[config.mk]
export PLATFORM = sky130hd
export DESIGN_NAME = nmea_sentence_framer
export DESIGN_NICKNAME = d
export VERILOG_FILES = /design/src/pkg/nmea_framer_pkg.sv /design/src/hdl/field_mem.sv /design/src/hdl/nmea_sentence_framer.sv
export VERILOG_INCLUDE_DIRS = /design/src /design/src/pkg
export SDC_FILE = /design/constraint.sdc
export NUM_CORES = 1
export LEC_CHECK = 0
export BUFFER_PORTS_ARGS = -buffer_cell sky130_fd_sc_hd__buf_2
export CAP_MARGIN = 20
export CORE_ASPECT_RATIO = 1.2
export CORE_MARGIN = 2
export CORE_UTILIZATION = 58
export CTS_BUF_LIST = sky130_fd_sc_hd__clkbuf_8
export CTS_CLUSTER_DIAMETER = 40
export DETAILED_ROUTE_END_ITERATION = 10
export PLACE_DENSITY_LB_ADDON = 0.15
export RECOVER_POWER = 50
export SLEW_MARGIN = 20
export SYNTH_ARGS = -nofsm -noshare
export SYNTH_HDL_FRONTEND = slang
export SYNTH_SLANG_ARGS = --single-unit
[constraint.sdc]
create_clock -name i_sys_clk -period 3.4 [get_ports i_sys_clk]
set_clock_uncertainty 0.05 [all_clocks]
set_input_delay 0.68 -clock i_sys_clk [delete_from_list [all_inputs] [get_ports i_sys_clk]]
set_output_delay 0.68 -clock i_sys_clk [all_outputs]
set_load 0.02 [all_outputs]
[src/pkg/nmea_framer_defs.svh]
`ifndef NMEA_FRAMER_DEFS_SVH
`define NMEA_FRAMER_DEFS_SVH

// serial character format
`define CLK_HZ 40000000
`define BAUD_RATE 115200
`define BAUD_CYCLES ((`CLK_HZ + `BAUD_RATE / 2) / `BAUD_RATE)
`define DATA_BITS 8
`define STOP_BITS 1
`define PARITY_EN 0

// periodic report interval
`define REPORT_PERIOD_MS 1000
`define REPORT_CYCLES (`CLK_HZ / 1000 * `REPORT_PERIOD_MS)

// sentence length limits
`define MAX_SENTENCE 79
`define MAX_BLOCK 74
`define ADDR_CHARS 5
`define TAIL_CHARS 3

// framing characters
`define CH_DOLLAR 8'h24
`define CH_STAR 8'h2a
`define CH_COMMA 8'h2c
`define CH_CR 8'h0d
`define CH_LF 8'h0a
`define CH_DOT 8'h2e
`define CH_MINUS 8'h2d
`define CH_G 8'h47
`define CH_P 8'h50
`define CH_L 8'h4c
`define CH_A 8'h41
`define CH_V 8'h56

`endif

[src/pkg/nmea_framer_pkg.sv]
package nmea_framer_pkg;
	typedef logic [7:0] char_t;

	// content class of a loaded field character
	typedef enum logic [2:0] {
		FC_FREE,
		FC_STATUS,
		FC_DIGIT,
		FC_NUMERIC,
		FC_HEX,
		FC_ALPHA
	} field_class_t;

	// one character of the outgoing data field block
	typedef struct packed {
		logic valid;
		logic first;
		field_class_t cls;
		char_t data;
	} load_t;

	// one received field character
	typedef struct packed {
		logic valid;
		logic [6:0] index;
		char_t data;
	} rx_field_t;

	// address field of a received sentence
	typedef struct packed {
		logic [1:0][7:0] source_tag;
		logic [2:0][7:0] sentence_type_code;
	} rx_hdr_t;
endpackage

[src/hdl/field_mem.sv]
`timescale 1ns/10ps
`default_nettype none

// field block store with registered read data
module field_mem #(
	parameter int WIDTH = 8,
	parameter int DEPTH = 74,
	parameter int AW = $clog2(DEPTH)
) (
	// clock
	input wire logic i_sys_clk,
	// write port
	input wire logic i_wr_en,
	input wire logic [AW-1:0] i_wr_addr,
	input wire logic [WIDTH-1:0] i_wr_data,
	// read port
	input wire logic [AW-1:0] i_rd_addr,
	output logic [WIDTH-1:0] o_rd_data
);
	logic [WIDTH-1:0] mem [DEPTH];

	// write and registered read
	always_ff @(posedge i_sys_clk) begin
		if (i_wr_en) begin
			mem[i_wr_addr] <= i_wr_data;
		end
		o_rd_data <= mem[i_rd_addr];
	end
endmodule

`default_nettype wire

[src/hdl/nmea_sentence_framer.sv]
// What this block does
// - characters are 115 kbps, 8 data bits, no parity, 1 stop bit.
// - the block is the only talker driving its transmit byte stream.
// - every sentence starts with dollar; a received dollar restarts parsing.
// - two source letters follow dollar: GP for GPS or agnostic, GL for GLONASS.
// - three sentence type letters follow the source letters.
// - fields are comma separated; received fields are indexed by comma count.
// - after the fields comes an asterisk and two hex checksum characters.
// - every sentence ends with CR then LF; receive end is detected on it.
// - at most 79 characters excluding dollar and CR LF; longer is malformed.
// - the data field block with commas holds at most 74 characters.
// - a status field is one character, A valid or V invalid.
// - latitude uses two degree and two minute digits, optional fraction.
// - longitude uses three degree and two minute digits, optional fraction.
// - time uses two digit hours, minutes, seconds, optional fraction.
// - variable numbers may be integer or fractional with optional zeros.
// - fixed hex fields hold only hex digits, most significant first.
// - fixed alpha fields take letters of either case; receiver accepts both.
// - fixed numeric fields hold only digit characters; the digit class also takes dot, the numeric class dot and minus.
// - with output enabled a report tick fires once every second.
// - the block both sends sentences and accepts input sentences.
`timescale 1ns/10ps
`default_nettype none
`include "nmea_framer_defs.svh"

module nmea_sentence_framer #(
	parameter int BLOCK_DEPTH = `MAX_BLOCK,
	parameter int unsigned SECOND_CYCLES = `REPORT_CYCLES
) (
	// clock and reset
	input wire logic i_sys_clk,
	input wire logic i_reset,
	// field block load
	input wire nmea_framer_pkg::load_t i_load,
	output logic o_load_ready,
	output logic o_load_err,
	// sentence send request
	input wire logic i_send,
	input wire logic i_glonass,
	input wire logic [2:0][7:0] i_sentence_type_code,
	// transmit bytes to the character engine
	output logic o_tx_valid,
	output nmea_framer_pkg::char_t o_tx_data,
	input wire logic i_tx_ready,
	// received bytes from the character engine
	input wire logic i_rx_valid,
	input wire nmea_framer_pkg::char_t i_rx_data,
	// receive results
	output nmea_framer_pkg::rx_field_t o_rx_field,
	output nmea_framer_pkg::rx_hdr_t o_rx_hdr,
	output logic o_rx_done,
	output logic o_rx_err,
	// rate ticks
	input wire logic i_output_en,
	output logic o_baud_tick,
	output logic o_second_tick
);
	import nmea_framer_pkg::*;

	localparam int AW = $clog2(BLOCK_DEPTH);
	localparam int LIM_A = `MAX_BLOCK - 1;
	localparam int LIM_B = `MAX_SENTENCE - `ADDR_CHARS - `TAIL_CHARS - 1;
	localparam logic [6:0] STORE_MAX = 7'((LIM_A < LIM_B) ? LIM_A : LIM_B);
	localparam logic [6:0] SENT_MAX = 7'(`MAX_SENTENCE);
	localparam logic [8:0] BAUD_LAST = 9'(`BAUD_CYCLES - 1);
	localparam logic [25:0] SEC_LAST = 26'(SECOND_CYCLES - 1);

	typedef enum {T_IDLE, T_DOLLAR, T_SRC, T_TYPE, T_COMMA, T_FETCH, T_FIELD,
		T_STAR, T_CKH, T_CKL, T_CR, T_LF} tx_state_t;
	typedef enum {R_HUNT, R_BODY, R_CK1, R_CK2, R_CR, R_LF} rx_state_t;

	// uppercase hex character of a nibble
	function automatic char_t hex_char(input logic [3:0] n);
		hex_char = (n < 4'ha) ? (8'h30 + {4'h0, n}) : (8'h37 + {4'h0, n});
	endfunction

	// hex digit of either case
	function automatic logic is_hex(input char_t c);
		is_hex = (c >= 8'h30 && c <= 8'h39) || (c >= 8'h41 && c <= 8'h46) || (c >= 8'h61 && c <= 8'h66);
	endfunction

	function automatic logic [3:0] hex_val(input char_t c);
		if (c <= 8'h39) begin
			hex_val = c[3:0];
		end else begin
			hex_val = c[3:0] + 4'h9;
		end
	endfunction

	// character allowed in a field of the given class
	function automatic logic class_ok(input field_class_t cls, input char_t c);
		logic dig;
		dig = (c >= 8'h30 && c <= 8'h39);
		case (cls)
			FC_STATUS: class_ok = (c == `CH_A) || (c == `CH_V);
			FC_DIGIT: class_ok = dig || (c == `CH_DOT);
			FC_NUMERIC: class_ok = dig || (c == `CH_DOT) || (c == `CH_MINUS);
			FC_HEX: class_ok = dig || (c >= 8'h41 && c <= 8'h46);
			FC_ALPHA: class_ok = (c >= 8'h41 && c <= 8'h5a) || (c >= 8'h61 && c <= 8'h7a);
			default: class_ok = (c != `CH_DOLLAR) && (c != `CH_STAR) && (c != `CH_CR) && (c != `CH_LF);
		endcase
	endfunction

	// ---- rate ticks
	logic [8:0] baud_cnt_ff, nxt_baud_cnt;
	logic [25:0] sec_cnt_ff, nxt_sec_cnt;
	logic nxt_baud_tick, nxt_second_tick;

	// bit rate enable and report interval tick
	always_comb begin
		nxt_baud_tick = (baud_cnt_ff == BAUD_LAST);
		nxt_baud_cnt = nxt_baud_tick ? 9'h000 : baud_cnt_ff + 9'h001;
		nxt_second_tick = i_output_en && (sec_cnt_ff == SEC_LAST);
		nxt_sec_cnt = (!i_output_en || nxt_second_tick) ? 26'h0000000 : sec_cnt_ff + 26'h0000001;
	end

	always_ff @(posedge i_sys_clk) begin
		if (i_reset) begin
			baud_cnt_ff <= 9'h000;
			sec_cnt_ff <= 26'h0000000;
			o_baud_tick <= 1'b0;
			o_second_tick <= 1'b0;
		end else begin
			baud_cnt_ff <= nxt_baud_cnt;
			sec_cnt_ff <= nxt_sec_cnt;
			o_baud_tick <= nxt_baud_tick;
			o_second_tick <= nxt_second_tick;
		end
	end

	// ---- transmit framer
	tx_state_t tx_state_ff, nxt_tx_state;
	logic [1:0] idx_ff, nxt_idx;
	logic [6:0] count_ff, nxt_count;
	logic [AW-1:0] rd_addr_ff, nxt_rd_addr;
	logic [7:0] ck_ff, nxt_ck;
	logic [1:0][7:0] src_ff, nxt_src;
	logic [2:0][7:0] type_ff, nxt_type;
	logic nxt_tx_valid, nxt_load_ready, nxt_load_err, wr_en, free;
	char_t nxt_tx_data, rd_data;
	logic [AW-1:0] wr_addr;

	field_mem #(.WIDTH(8), .DEPTH(BLOCK_DEPTH)) u_field_mem (
		.i_sys_clk(i_sys_clk),
		.i_wr_en(wr_en),
		.i_wr_addr(wr_addr),
		.i_wr_data(i_load.data),
		.i_rd_addr(rd_addr_ff),
		.o_rd_data(rd_data)
	);

	assign free = !o_tx_valid || i_tx_ready;
	assign wr_addr = i_load.first ? '0 : AW'(count_ff);

	// block load, sentence sequencing and checksum
	always_comb begin
		nxt_tx_state = tx_state_ff;
		nxt_idx = idx_ff;
		nxt_count = count_ff;
		nxt_rd_addr = rd_addr_ff;
		nxt_ck = ck_ff;
		nxt_src = src_ff;
		nxt_type = type_ff;
		nxt_tx_valid = o_tx_valid && !i_tx_ready;
		nxt_tx_data = o_tx_data;
		nxt_load_err = 1'b0;
		wr_en = 1'b0;
		if (o_load_ready && i_load.valid) begin
			if (!class_ok(i_load.cls, i_load.data) || (!i_load.first && count_ff >= STORE_MAX)) begin
				nxt_load_err = 1'b1;
			end else begin
				wr_en = 1'b1;
				nxt_count = i_load.first ? 7'h01 : count_ff + 7'h01;
			end
		end
		case (tx_state_ff)
			T_IDLE: begin
				if (i_send) begin
					nxt_src = {`CH_G, i_glonass ? `CH_L : `CH_P};
					nxt_type = i_sentence_type_code;
					nxt_tx_state = T_DOLLAR;
				end
			end
			T_DOLLAR: begin
				if (free) begin
					nxt_tx_valid = 1'b1;
					nxt_tx_data = `CH_DOLLAR;
					nxt_ck = 8'h00;
					nxt_idx = 2'h1;
					nxt_tx_state = T_SRC;
				end
			end
			T_SRC: begin
				if (free) begin
					nxt_tx_valid = 1'b1;
					nxt_tx_data = src_ff[idx_ff[0]];
					nxt_ck = ck_ff ^ src_ff[idx_ff[0]];
					nxt_idx = (idx_ff == 2'h0) ? 2'h2 : 2'h0;
					nxt_tx_state = (idx_ff == 2'h0) ? T_TYPE : T_SRC;
				end
			end
			T_TYPE: begin
				if (free) begin
					nxt_tx_valid = 1'b1;
					nxt_tx_data = type_ff[idx_ff];
					nxt_ck = ck_ff ^ type_ff[idx_ff];
					nxt_idx = idx_ff - 2'h1;
					nxt_tx_state = (idx_ff == 2'h0) ? T_COMMA : T_TYPE;
				end
			end
			T_COMMA: begin
				if (free) begin
					nxt_tx_valid = 1'b1;
					nxt_tx_data = `CH_COMMA;
					nxt_ck = ck_ff ^ `CH_COMMA;
					nxt_rd_addr = '0;
					nxt_tx_state = (count_ff == 7'h00) ? T_STAR : T_FETCH;
				end
			end
			T_FETCH: nxt_tx_state = T_FIELD;
			T_FIELD: begin
				if (free) begin
					nxt_tx_valid = 1'b1;
					nxt_tx_data = rd_data;
					nxt_ck = ck_ff ^ rd_data;
					nxt_rd_addr = rd_addr_ff + 1'b1;
					nxt_tx_state = (7'(rd_addr_ff) + 7'h01 >= count_ff) ? T_STAR : T_FETCH;
				end
			end
			T_STAR: begin
				if (free) begin
					nxt_tx_valid = 1'b1;
					nxt_tx_data = `CH_STAR;
					nxt_tx_state = T_CKH;
				end
			end
			T_CKH: begin
				if (free) begin
					nxt_tx_valid = 1'b1;
					nxt_tx_data = hex_char(ck_ff[7:4]);
					nxt_tx_state = T_CKL;
				end
			end
			T_CKL: begin
				if (free) begin
					nxt_tx_valid = 1'b1;
					nxt_tx_data = hex_char(ck_ff[3:0]);
					nxt_tx_state = T_CR;
				end
			end
			T_CR: begin
				if (free) begin
					nxt_tx_valid = 1'b1;
					nxt_tx_data = `CH_CR;
					nxt_tx_state = T_LF;
				end
			end
			T_LF: begin
				if (free) begin
					nxt_tx_valid = 1'b1;
					nxt_tx_data = `CH_LF;
					nxt_tx_state = T_IDLE;
				end
			end
			default: nxt_tx_state = T_IDLE;
		endcase
		nxt_load_ready = (nxt_tx_state == T_IDLE);
	end

	always_ff @(posedge i_sys_clk) begin
		if (i_reset) begin
			tx_state_ff <= T_IDLE;
			idx_ff <= 2'h0;
			count_ff <= 7'h00;
			rd_addr_ff <= '0;
			ck_ff <= 8'h00;
			src_ff <= {`CH_G, `CH_P};
			type_ff <= '0;
			o_tx_valid <= 1'b0;
			o_tx_data <= 8'h00;
			o_load_ready <= 1'b1;
			o_load_err <= 1'b0;
		end else begin
			tx_state_ff <= nxt_tx_state;
			idx_ff <= nxt_idx;
			count_ff <= nxt_count;
			rd_addr_ff <= nxt_rd_addr;
			ck_ff <= nxt_ck;
			src_ff <= nxt_src;
			type_ff <= nxt_type;
			o_tx_valid <= nxt_tx_valid;
			o_tx_data <= nxt_tx_data;
			o_load_ready <= nxt_load_ready;
			o_load_err <= nxt_load_err;
		end
	end

	// ---- receive checker
	rx_state_t rx_state_ff, nxt_rx_state;
	logic [6:0] rx_len_ff, nxt_rx_len, rx_comma_ff, nxt_rx_comma;
	logic [2:0] rx_pos_ff, nxt_rx_pos;
	logic [7:0] rx_ck_ff, nxt_rx_ck;
	logic [3:0] rx_hi_ff, nxt_rx_hi;
	logic rx_match_ff, nxt_rx_match, nxt_rx_done, nxt_rx_err;
	rx_field_t nxt_rx_field;
	rx_hdr_t nxt_rx_hdr;

	// parse received sentences
	always_comb begin
		nxt_rx_state = rx_state_ff;
		nxt_rx_len = rx_len_ff;
		nxt_rx_comma = rx_comma_ff;
		nxt_rx_pos = rx_pos_ff;
		nxt_rx_ck = rx_ck_ff;
		nxt_rx_hi = rx_hi_ff;
		nxt_rx_match = rx_match_ff;
		nxt_rx_hdr = o_rx_hdr;
		nxt_rx_field = '{valid: 1'b0, index: rx_comma_ff, data: i_rx_data};
		nxt_rx_done = 1'b0;
		nxt_rx_err = 1'b0;
		if (i_rx_valid) begin
			if (i_rx_data == `CH_DOLLAR) begin
				nxt_rx_err = (rx_state_ff != R_HUNT);
				nxt_rx_state = R_BODY;
				nxt_rx_len = 7'h00;
				nxt_rx_comma = 7'h00;
				nxt_rx_pos = 3'h0;
				nxt_rx_ck = 8'h00;
			end else if (rx_state_ff != R_HUNT && rx_state_ff != R_CR && rx_state_ff != R_LF
				&& rx_len_ff >= SENT_MAX) begin
				nxt_rx_err = 1'b1;
				nxt_rx_state = R_HUNT;
			end else begin
				case (rx_state_ff)
					R_BODY: begin
						nxt_rx_len = rx_len_ff + 7'h01;
						if (i_rx_data == `CH_STAR) begin
							nxt_rx_state = R_CK1;
						end else if (i_rx_data == `CH_CR || i_rx_data == `CH_LF) begin
							nxt_rx_err = 1'b1;
							nxt_rx_state = R_HUNT;
						end else begin
							nxt_rx_ck = rx_ck_ff ^ i_rx_data;
							if (i_rx_data == `CH_COMMA) begin
								nxt_rx_comma = rx_comma_ff + 7'h01;
							end else if (rx_comma_ff == 7'h00 && rx_pos_ff < 3'h5) begin
								nxt_rx_pos = rx_pos_ff + 3'h1;
								if (rx_pos_ff < 3'h2) begin
									nxt_rx_hdr.source_tag[3'h1 - rx_pos_ff] = i_rx_data;
								end else begin
									nxt_rx_hdr.sentence_type_code[3'h4 - rx_pos_ff] = i_rx_data;
								end
							end else begin
								nxt_rx_field.valid = 1'b1;
							end
						end
					end
					R_CK1: begin
						nxt_rx_len = rx_len_ff + 7'h01;
						nxt_rx_hi = hex_val(i_rx_data);
						nxt_rx_state = is_hex(i_rx_data) ? R_CK2 : R_HUNT;
						nxt_rx_err = !is_hex(i_rx_data);
					end
					R_CK2: begin
						nxt_rx_len = rx_len_ff + 7'h01;
						nxt_rx_match = ({rx_hi_ff, hex_val(i_rx_data)} == rx_ck_ff);
						nxt_rx_state = is_hex(i_rx_data) ? R_CR : R_HUNT;
						nxt_rx_err = !is_hex(i_rx_data);
					end
					R_CR: begin
						nxt_rx_state = (i_rx_data == `CH_CR) ? R_LF : R_HUNT;
						nxt_rx_err = (i_rx_data != `CH_CR);
					end
					R_LF: begin
						nxt_rx_state = R_HUNT;
						nxt_rx_done = (i_rx_data == `CH_LF) && rx_match_ff && (rx_pos_ff == 3'h5);
						nxt_rx_err = !nxt_rx_done;
					end
					default: nxt_rx_state = R_HUNT;
				endcase
			end
		end
	end

	always_ff @(posedge i_sys_clk) begin
		if (i_reset) begin
			rx_state_ff <= R_HUNT;
			rx_len_ff <= 7'h00;
			rx_comma_ff <= 7'h00;
			rx_pos_ff <= 3'h0;
			rx_ck_ff <= 8'h00;
			rx_hi_ff <= 4'h0;
			rx_match_ff <= 1'b0;
			o_rx_field <= '0;
			o_rx_hdr <= '0;
			o_rx_done <= 1'b0;
			o_rx_err <= 1'b0;
		end else begin
			rx_state_ff <= nxt_rx_state;
			rx_len_ff <= nxt_rx_len;
			rx_comma_ff <= nxt_rx_comma;
			rx_pos_ff <= nxt_rx_pos;
			rx_ck_ff <= nxt_rx_ck;
			rx_hi_ff <= nxt_rx_hi;
			rx_match_ff <= nxt_rx_match;
			o_rx_field <= nxt_rx_field;
			o_rx_hdr <= nxt_rx_hdr;
			o_rx_done <= nxt_rx_done;
			o_rx_err <= nxt_rx_err;
		end
	end
endmodule

`default_nettype wire

# Yosys cells after proc, flatten, opt, wreduce, memory -nomap -nowiden
# Memories as Yosys holds them, arrays and structs flattened. A register that Yosys moved wholly into a read port is not among the register bits.
# Index checks and enable logic that the tools add are counted.
[totals]
wordCells = 335
mem_count = 1
reg_bits = 256
input_bits = 52
ram_bits = 592
output_inout_bits = 71
[mem_list]
columns = ["memory", "depth", "word_bits", "rd", "rd_clocked_by_memory_dff", "write_ports", "line_no", "text"]
rows = [
  ["u_field_mem.mem", 74, 8, 1, 1, 1, "field_mem.sv:20", "logic [WIDTH-1:0] mem [DEPTH];"],
]
[classes]
add_sub_neg = 15
n_eq_ne = 56
magnitude_cmp = 26
bitwise = 17
mux = 105
reduce_logical = 80
[op_table]
columns = ["cell", "n"]
rows = [
  ["$mux W32", 15],
  ["$pmux W32 S12", 1],
  ["$eq A32 B3 Y1 const B", 6],
  ["$mux W8", 24],
  ["$eq A32 B2 Y1 const B", 4],
  ["$eq A32 B4 Y1 const B", 4],
  ["$pmux W32 S4", 1],
  ["$mux W7", 15],
  ["$pmux W8 S10", 1],
  ["$eq A32 B1 Y1 const B", 2],
  ["$logic_not A32 Y1", 2],
  ["$ne A32 B4 Y1 const B", 2],
  ["$eq A8 B6 Y1 const B", 5],
  ["$le A8 B7 Y1 const B", 5],
  ["$pmux W8 S5", 1],
  ["$ge A8 B7 Y1 const B", 4],
  ["$reduce_bool A32 Y1", 1],
  ["$xor A8 B8 Y8", 4],
  ["$mux W3", 10],
  ["$add A6 B4 Y7 const A", 4],
  ["$add A7 B1 Y7 const B", 4],
  ["$ne A2 B2 Y1 const B", 14],
  ["$add A26 B1 Y26 const B", 1],
  ["$eq A26 B26 Y1 const B", 1],
  ["other kinds (65)", 168],
]

# Longest topological paths before layout
[logic_depth]
depth_word = 12
ltp_mapped = 12
depth_no_buf = 10

# Cells and area by module
# Synthesis repeated with hierarchy kept, for this count alone.
[hier_totals]
hier_cells = 2320
hier_area_um2 = 33638.5
[by_module_without_submodules]
columns = ["module", "instances", "seq_area_each_um2", "cells_per_inst", "area_per_inst_um2"]
rows = [
  ["field_mem", 1, 17937.2, 1070, 23123.4],
  ["nmea_sentence_framer", 1, 4424.2, 1250, 10515.1],
]

# Worst setup path after synthesis
# No wires, ideal clock.
[synth_timing]
kind = "input to register"
startpoint = "input port i_load[0] in the netlist's numbering"
endpoint = "memory u_field_mem.mem[13][0] (enable)"
n_path_buf = 2
cell_stages = 10
setup_slack_ns = 0.046
required_ns = 2.979
setup_time_ns = 0.371
t_arrival_ns = 2.933
cell_sequence = "buf_2 nand2b_1 a211o_1 a21oi_1 or2_2 a221oi_2 or3_4 or4_1 buf_2 nor2_1"
[synth_via]
elab_chain_cells = 12
word_cells_on_any_way = 35
classes_between = "7 x order compare; 8 x eq/ne; 6 x mux; 14 x reduce/logical"
[synth_lines]
columns = ["item", "line_no", "text"]
rows = [
  ["start: declaration", "nmea_sentence_framer.sv:34", "input wire nmea_framer_pkg::load_t i_load,"],
  ["$ge A8 B6 Y1, or another cell as far along", "nmea_sentence_framer.sv:93", "dig = (c >= 8'h30 && c <= 8'h39);"],
  ["$logic_and A1 B1 Y1, on equally long branches", "nmea_sentence_framer.sv:93, nmea_sentence_framer.sv:100", ""],
  ["$logic_or A1 B1 Y1 / $logic_and A1 B1 Y1 (equally long branches)", "nmea_sentence_framer.sv:96, nmea_sentence_framer.sv:97, nmea_sentence_framer.sv:100", ""],
  ["$logic_or A1 B1 Y1 / $logic_and A1 B1 Y1 (equally long branches)", "nmea_sentence_framer.sv:97, nmea_sentence_framer.sv:100", ""],
  ["$pmux W1 S5 *", "nmea_sentence_framer.sv:94", "case (cls)"],
  ["$mux W1 *", "nmea_sentence_framer.sv:168", "if (o_load_ready && i_load.valid) begin"],
  ["$logic_not A1 Y1 *", "nmea_sentence_framer.sv:169", "if (!class_ok(i_load.cls, i_load.data) || (!i_load.first && count_ff >= STORE_MAX)) begin"],
  ["$logic_or A1 B1 Y1 *", "nmea_sentence_framer.sv:169", ""],
  ["$mux W1 *", "nmea_sentence_framer.sv:169", ""],
  ["$mux W1 *", "nmea_sentence_framer.sv:168", ""],
  ["$mux W1 *", "field_mem.sv:24", "if (i_wr_en) begin"],
  ["$mux W1 (not written as such) *", "field_mem.sv:25", "mem[i_wr_addr] <= i_wr_data;"],
  ["end: declaration", "field_mem.sv:20", ""],
]
# Every way passes the cells marked *; elsewhere a longest branch is shown, timed or not. The select of a mux whose other input is x is not followed.

# Worst setup path in the final report
[layout_timing]
startpoint = "register count_ff[0]"
endpoint = "memory u_field_mem.mem[46][6] (enable)"
[layout_via]
elab_chain_cells = 7
word_cells_on_any_way = 8
classes_between = "1 x order compare; 5 x mux; 2 x reduce/logical"
[layout_lines]
columns = ["item", "line_no", "text"]
rows = [
  ["start: declaration", "nmea_sentence_framer.sv:134", "logic [6:0] count_ff, nxt_count;"],
  ["start signal: assignment", "nmea_sentence_framer.sv:286", "count_ff <= nxt_count;"],
  ["$ge A7 B7 Y1", "nmea_sentence_framer.sv:169", ""],
  ["$logic_and A1 B1 Y1", "nmea_sentence_framer.sv:169", ""],
  ["$logic_or A1 B1 Y1", "nmea_sentence_framer.sv:169", ""],
  ["$mux W1", "nmea_sentence_framer.sv:169", ""],
  ["$mux W1", "nmea_sentence_framer.sv:168", ""],
  ["$mux W1", "field_mem.sv:24", ""],
  ["$mux W1 (not written as such)", "field_mem.sv:25", ""],
]
# Parallel ways exist; a longest one is shown, timed or not.

==> results.md <==
- The top achievable clock speed is 325 MHz.
- Fill cells in the final layout number 4,021.
- The final reports fail on max-capacitance violations, max-slew violations.
- Once the clock tree was built, the resizer swapped 0 gates to a different size.
- The core area is 56,900 µm².
- For this run, the slowest stage of the critical path takes 530 ps.
- The first-pass detailed-route iteration total is 8.
- The count of unique library cells instantiated by Yosys is 78.
- The commonest register cell after synthesis is sky130_fd_sc_hd__edfxtp_1.
- The total power divided by cell area is 518 nW/µm².
- After the first detailed-routing iteration, the DRC count stood at 2,064.
- The length in cells of the worst reg-to-reg path is 10.
- The sort of element at the start of the critical path is a flop.
- Global routing used 27.4% of the available tracks.
- The routed wire length per instance is 23.4 µm.
- The post-synthesis cell count is 2,232.
- The first-pass GRT wire length is 121,000 µm.
- The fraction of registers with async set/reset is 0%.
- The via count of the first global-routing pass is 20,500.
- The top fanout value on the critical path is 8.
- Counting along the longest clock path gives a buffer depth of 3.
- The cell area after synthesis is 33,300 µm².
- The final hold slack is 127 ps.
- The dominant cell type by area after synthesis is sky130_fd_sc_hd__edfxtp_1.
- The final setup TNS is 0 ps.
- The flow ran to the end, but the final reports show violations.
- The launch point of the worst hold path is i_sentence_type_code[4].
- The final cycle utilization of the critical path is 90.5%.
- The worst-case IR drop observed on VDD is 294 µV.
- The half-perimeter wire length after placement is 53,700 µm.
- The Yosys step of the flow raised 0 warnings.
- The total clock buffers created by CTS is 130.
- The worst hold path belongs to the class in -> reg.
- The total congestion overflow is 0.
- Broken down by cell family, the worst path's largest delay share belongs to simple AND/OR/NAND/NOR gates.
- The headroom to the max-slew limit is -52.5%.
- The number of antenna violations at the first check in global routing is 8.
- The number of synthesized register bits is 821.
- For this run, the share of the core covered by cells in the final layout is 67.4%.
- In this run the critical register-to-register path is launched from count_ff[0].
- After detailed routing, the number of remaining DRC violations is 0.
- The type of the worst setup path is reg -> reg.
- Once the floorplan was initialized, standard cells occupied 58.5% of the core.
- The number of endpoints failing setup at the final stage is 0.
- The clock period could shrink to 3080 ps.
- Summed over all cells, the static leakage comes to 12.9 nW.
- The area added between synthesis and finish is 15.3%.
- The maximum level of the CTS H-tree is 4.
- The count of buffering cells on the critical path with inverters included is 3.
- TritonCTS built the clock tree.
- Clock-pin slew was measured on the worst setup and hold paths at 60 ps.
- The number of nets in the layout is 2,667.
- The library cell used as clock root buffer is sky130_fd_sc_hd__clkbuf_8.
- The worst hold path terminates at type_ff[4].
- The width of the die is 223 µm.
- Averaged over all synthesized cells, the footprint is 14.9 µm².
- Ranked by total cell area, the synthesized netlist is headed by sky130_fd_sc_hd__edfxtp_1, sky130_fd_sc_hd__dfxtp_1, sky130_fd_sc_hd__mux4_2, sky130_fd_sc_hd__nor2_1, sky130_fd_sc_hd__nand2_1.
- The most frequent standard cell in the layout excluding fill and tap cells is sky130_fd_sc_hd__edfxtp_1.
- Clock latency on the worst-skew pair, taken at its later pin, is 760 ps.
- In the layout the commonest cells are sky130_fd_sc_hd__edfxtp_1, sky130_fd_sc_hd__dfxtp_1, sky130_fd_sc_hd__nor2_1.
- Walking the worst path, the cells encountered are inv_1, ha_1, o21ai_0, nand2_1, a32o_1, or3_1, or4_1, buf_4, nor2_1, buf_4.
- The share of layout cells above drive strength 1 is 21.5%.
- The critical path endpoint category is a flop.
- The die is 266 µm tall.
- The die outline area is 59,300 µm².
- The remaining number of nets flagged by the antenna check after routing is 0.
- STA puts the critical path data required time at 3810 ps.
- The pin count of the biggest net entering global routing is 75.
- The count of boundary I/O pins is 123.
- The worst hold path passes through 3 cells.
- The total count of hold-check failures in the final report is 0.
- In this run the tool buffered the top-level ports with 122 buffer cells.
- The count of pins over their slew limit is 583.
- The number of rows in the core area is 96.
- Counting every sink on the clock net gives 821.
- At the pin with the least slew margin, the transition time is 2290 ps.
- For this design, the slowest cell found on the critical path is sky130_fd_sc_hd__or4_1.
- After clock tree synthesis, the flow added hold-fix buffers numbering 0.
- For the worst setup path, the data arrival time is 3490 ps.
- The final weighted congestion in routability-driven placement is 0.953.
- The number of synthesized flops with an enable pin is 592.
- The number of max-cap violations is 13.
- Using the TritonRoute via totals, the vias-per-cell ratio works out to 6.03.
- Summed over all layers, the routed wires come to 80,100 µm.
- The area share of the largest cell type after synthesis is 53.4%.
- In this run the critical register-to-register path is captured at u_field_mem.mem[46][6].
- Across all register-to-register paths, the minimum setup slack is 320 ps.
- The cell that appears most often on the critical path is sky130_fd_sc_hd__buf_4.
- The post-CTS setup-driven buffer insertion count is 0.
- The number of vias after detailed routing is 20,600.
- Setup repair after global routing left no endpoint under its margin.
- After synthesis, flip-flops and latches occupy 67.2% of the total area.
## worst max path at each step
stage	to	from	depth (start not counted)	slack, ps
after detailed placement	u_field_mem.mem[46][2]	i_load[7]	11	-130
after CTS	u_field_mem.mem[46][2]	count_ff[0]	10	410
final	u_field_mem.mem[46][6]	count_ff[0]	10	320
after floorplan	u_field_mem.mem[13][0]	i_load[0]	10	50
after global placement	u_field_mem.mem[46][7]	i_load[7]	11	-50
after global routing	u_field_mem.mem[46][2]	count_ff[0]	10	140
## registers in the layout, indices dropped and copies added (netlist names), 8 cells and up
register	flops
sec_cnt_ff	26
o_rx_hdr	40
baud_cnt_ff	9
type_ff	24
tx_state_ff	32
u_field_mem.o_rd_data	8
o_rx_field	16
rx_ck_ff	8
o_tx_data	8
ck_ff	8
u_field_mem.mem	592
## worst min-delay path: stages
cell                      delay (ps)
sky130_fd_sc_hd__buf_2           100
sky130_fd_sc_hd__nand2_1          50
sky130_fd_sc_hd__a21oi_1          50
## power breakdown
group | internal (mW) | switching, mW
Clock | 4.81 | 3.76
Sequential | 10.8 | 0.0321
Combinational | 0.117 | 0.370
## cell families (layout without fill, tap and decap cells)
kind of cell / count (synthesis) / after routing / synth area share, %
buffers and inverters: 159 / 547 / 1.95
DFF: 821 / 821 / 67.2
xor gates and xnor gates: 70 / 70 / 1.84
muxes: 244 / 244 / 13.7
other: 1 / 65 / 0.0113
adders and majority gates: 31 / 31 / 1.17
AOI/OAI and AO/OA: 257 / 257 / 4.92
and+or+nand+nor: 649 / 649 / 9.21
## cells in the mapped netlist, types with 4 or more instances
cell                       instances
sky130_fd_sc_hd__nand3b_1          5
sky130_fd_sc_hd__nor4_1           24
sky130_fd_sc_hd__a22oi_1          16
sky130_fd_sc_hd__and3_1           14
sky130_fd_sc_hd__buf_1            16
sky130_fd_sc_hd__o21ai_0          67
sky130_fd_sc_hd__buf_2            26
sky130_fd_sc_hd__xnor2_1          33
sky130_fd_sc_hd__clkbuf_1         75
sky130_fd_sc_hd__nand4_1          23
sky130_fd_sc_hd__or4_1             9
sky130_fd_sc_hd__nand2b_1         15
sky130_fd_sc_hd__inv_1            36
sky130_fd_sc_hd__o21a_1            4
sky130_fd_sc_hd__a211oi_1         15
sky130_fd_sc_hd__a21oi_1          79
sky130_fd_sc_hd__xor2_1           37
sky130_fd_sc_hd__mux2i_1          59
sky130_fd_sc_hd__a221oi_1          8
sky130_fd_sc_hd__or3_1             9
sky130_fd_sc_hd__nor2b_1          27
sky130_fd_sc_hd__nand3_1          49
sky130_fd_sc_hd__nor2_1          203
sky130_fd_sc_hd__dfxtp_1         229
sky130_fd_sc_hd__or2_2             6
sky130_fd_sc_hd__mux4_2          168
sky130_fd_sc_hd__a222oi_1          6
sky130_fd_sc_hd__nand2_1         197
sky130_fd_sc_hd__edfxtp_1        592
sky130_fd_sc_hd__ha_1             31
sky130_fd_sc_hd__nor3b_1           5
sky130_fd_sc_hd__and2_1            6
sky130_fd_sc_hd__nor3_1           35
sky130_fd_sc_hd__a311oi_1          5
sky130_fd_sc_hd__nor3_2            4
sky130_fd_sc_hd__a22o_1            5
sky130_fd_sc_hd__o22ai_1           7
sky130_fd_sc_hd__a31oi_1           8
sky130_fd_sc_hd__mux2_2           17
## layout make-up
type | count | area (µm²) | area share [%]
Antenna cell | 5 | 12.5 | 0.0326
Clock buffer | 147 | 2020 | 5.27
Clock inverter | 80 | 658 | 1.72
Inverter | 37 | 139 | 0.362
Multi-Input combinational cell | 1311 | 10500 | 27.3
Sequential cell | 821 | 22400 | 58.3
Tap cell | 735 | 920 | 2.40
Timing Repair Buffer | 283 | 1770 | 4.61
## metrics by stage
stage	total power, mW	std cells	instance area, µm²	setup slack [ps]
floorplan	11.2	2291	33500	46.5
global placement	11.5	3186	35900	-50.9
detailed placement	11.5	3186	35900	-134
CTS	20.1	3413	38500	412
global route	20.5	3417	38400	138
finish	19.9	3419	38400	322
## metal layers
layer,track usage (%),vias up,wire (µm)
li1,-,9207,-
met1,35.2,10300,31300
met2,45.7,999,39900
met3,7.06,131,6820
met4,9.45,2,2030
met5,0,-,13
No activity file was read; power rests on OpenSTA's default activity.
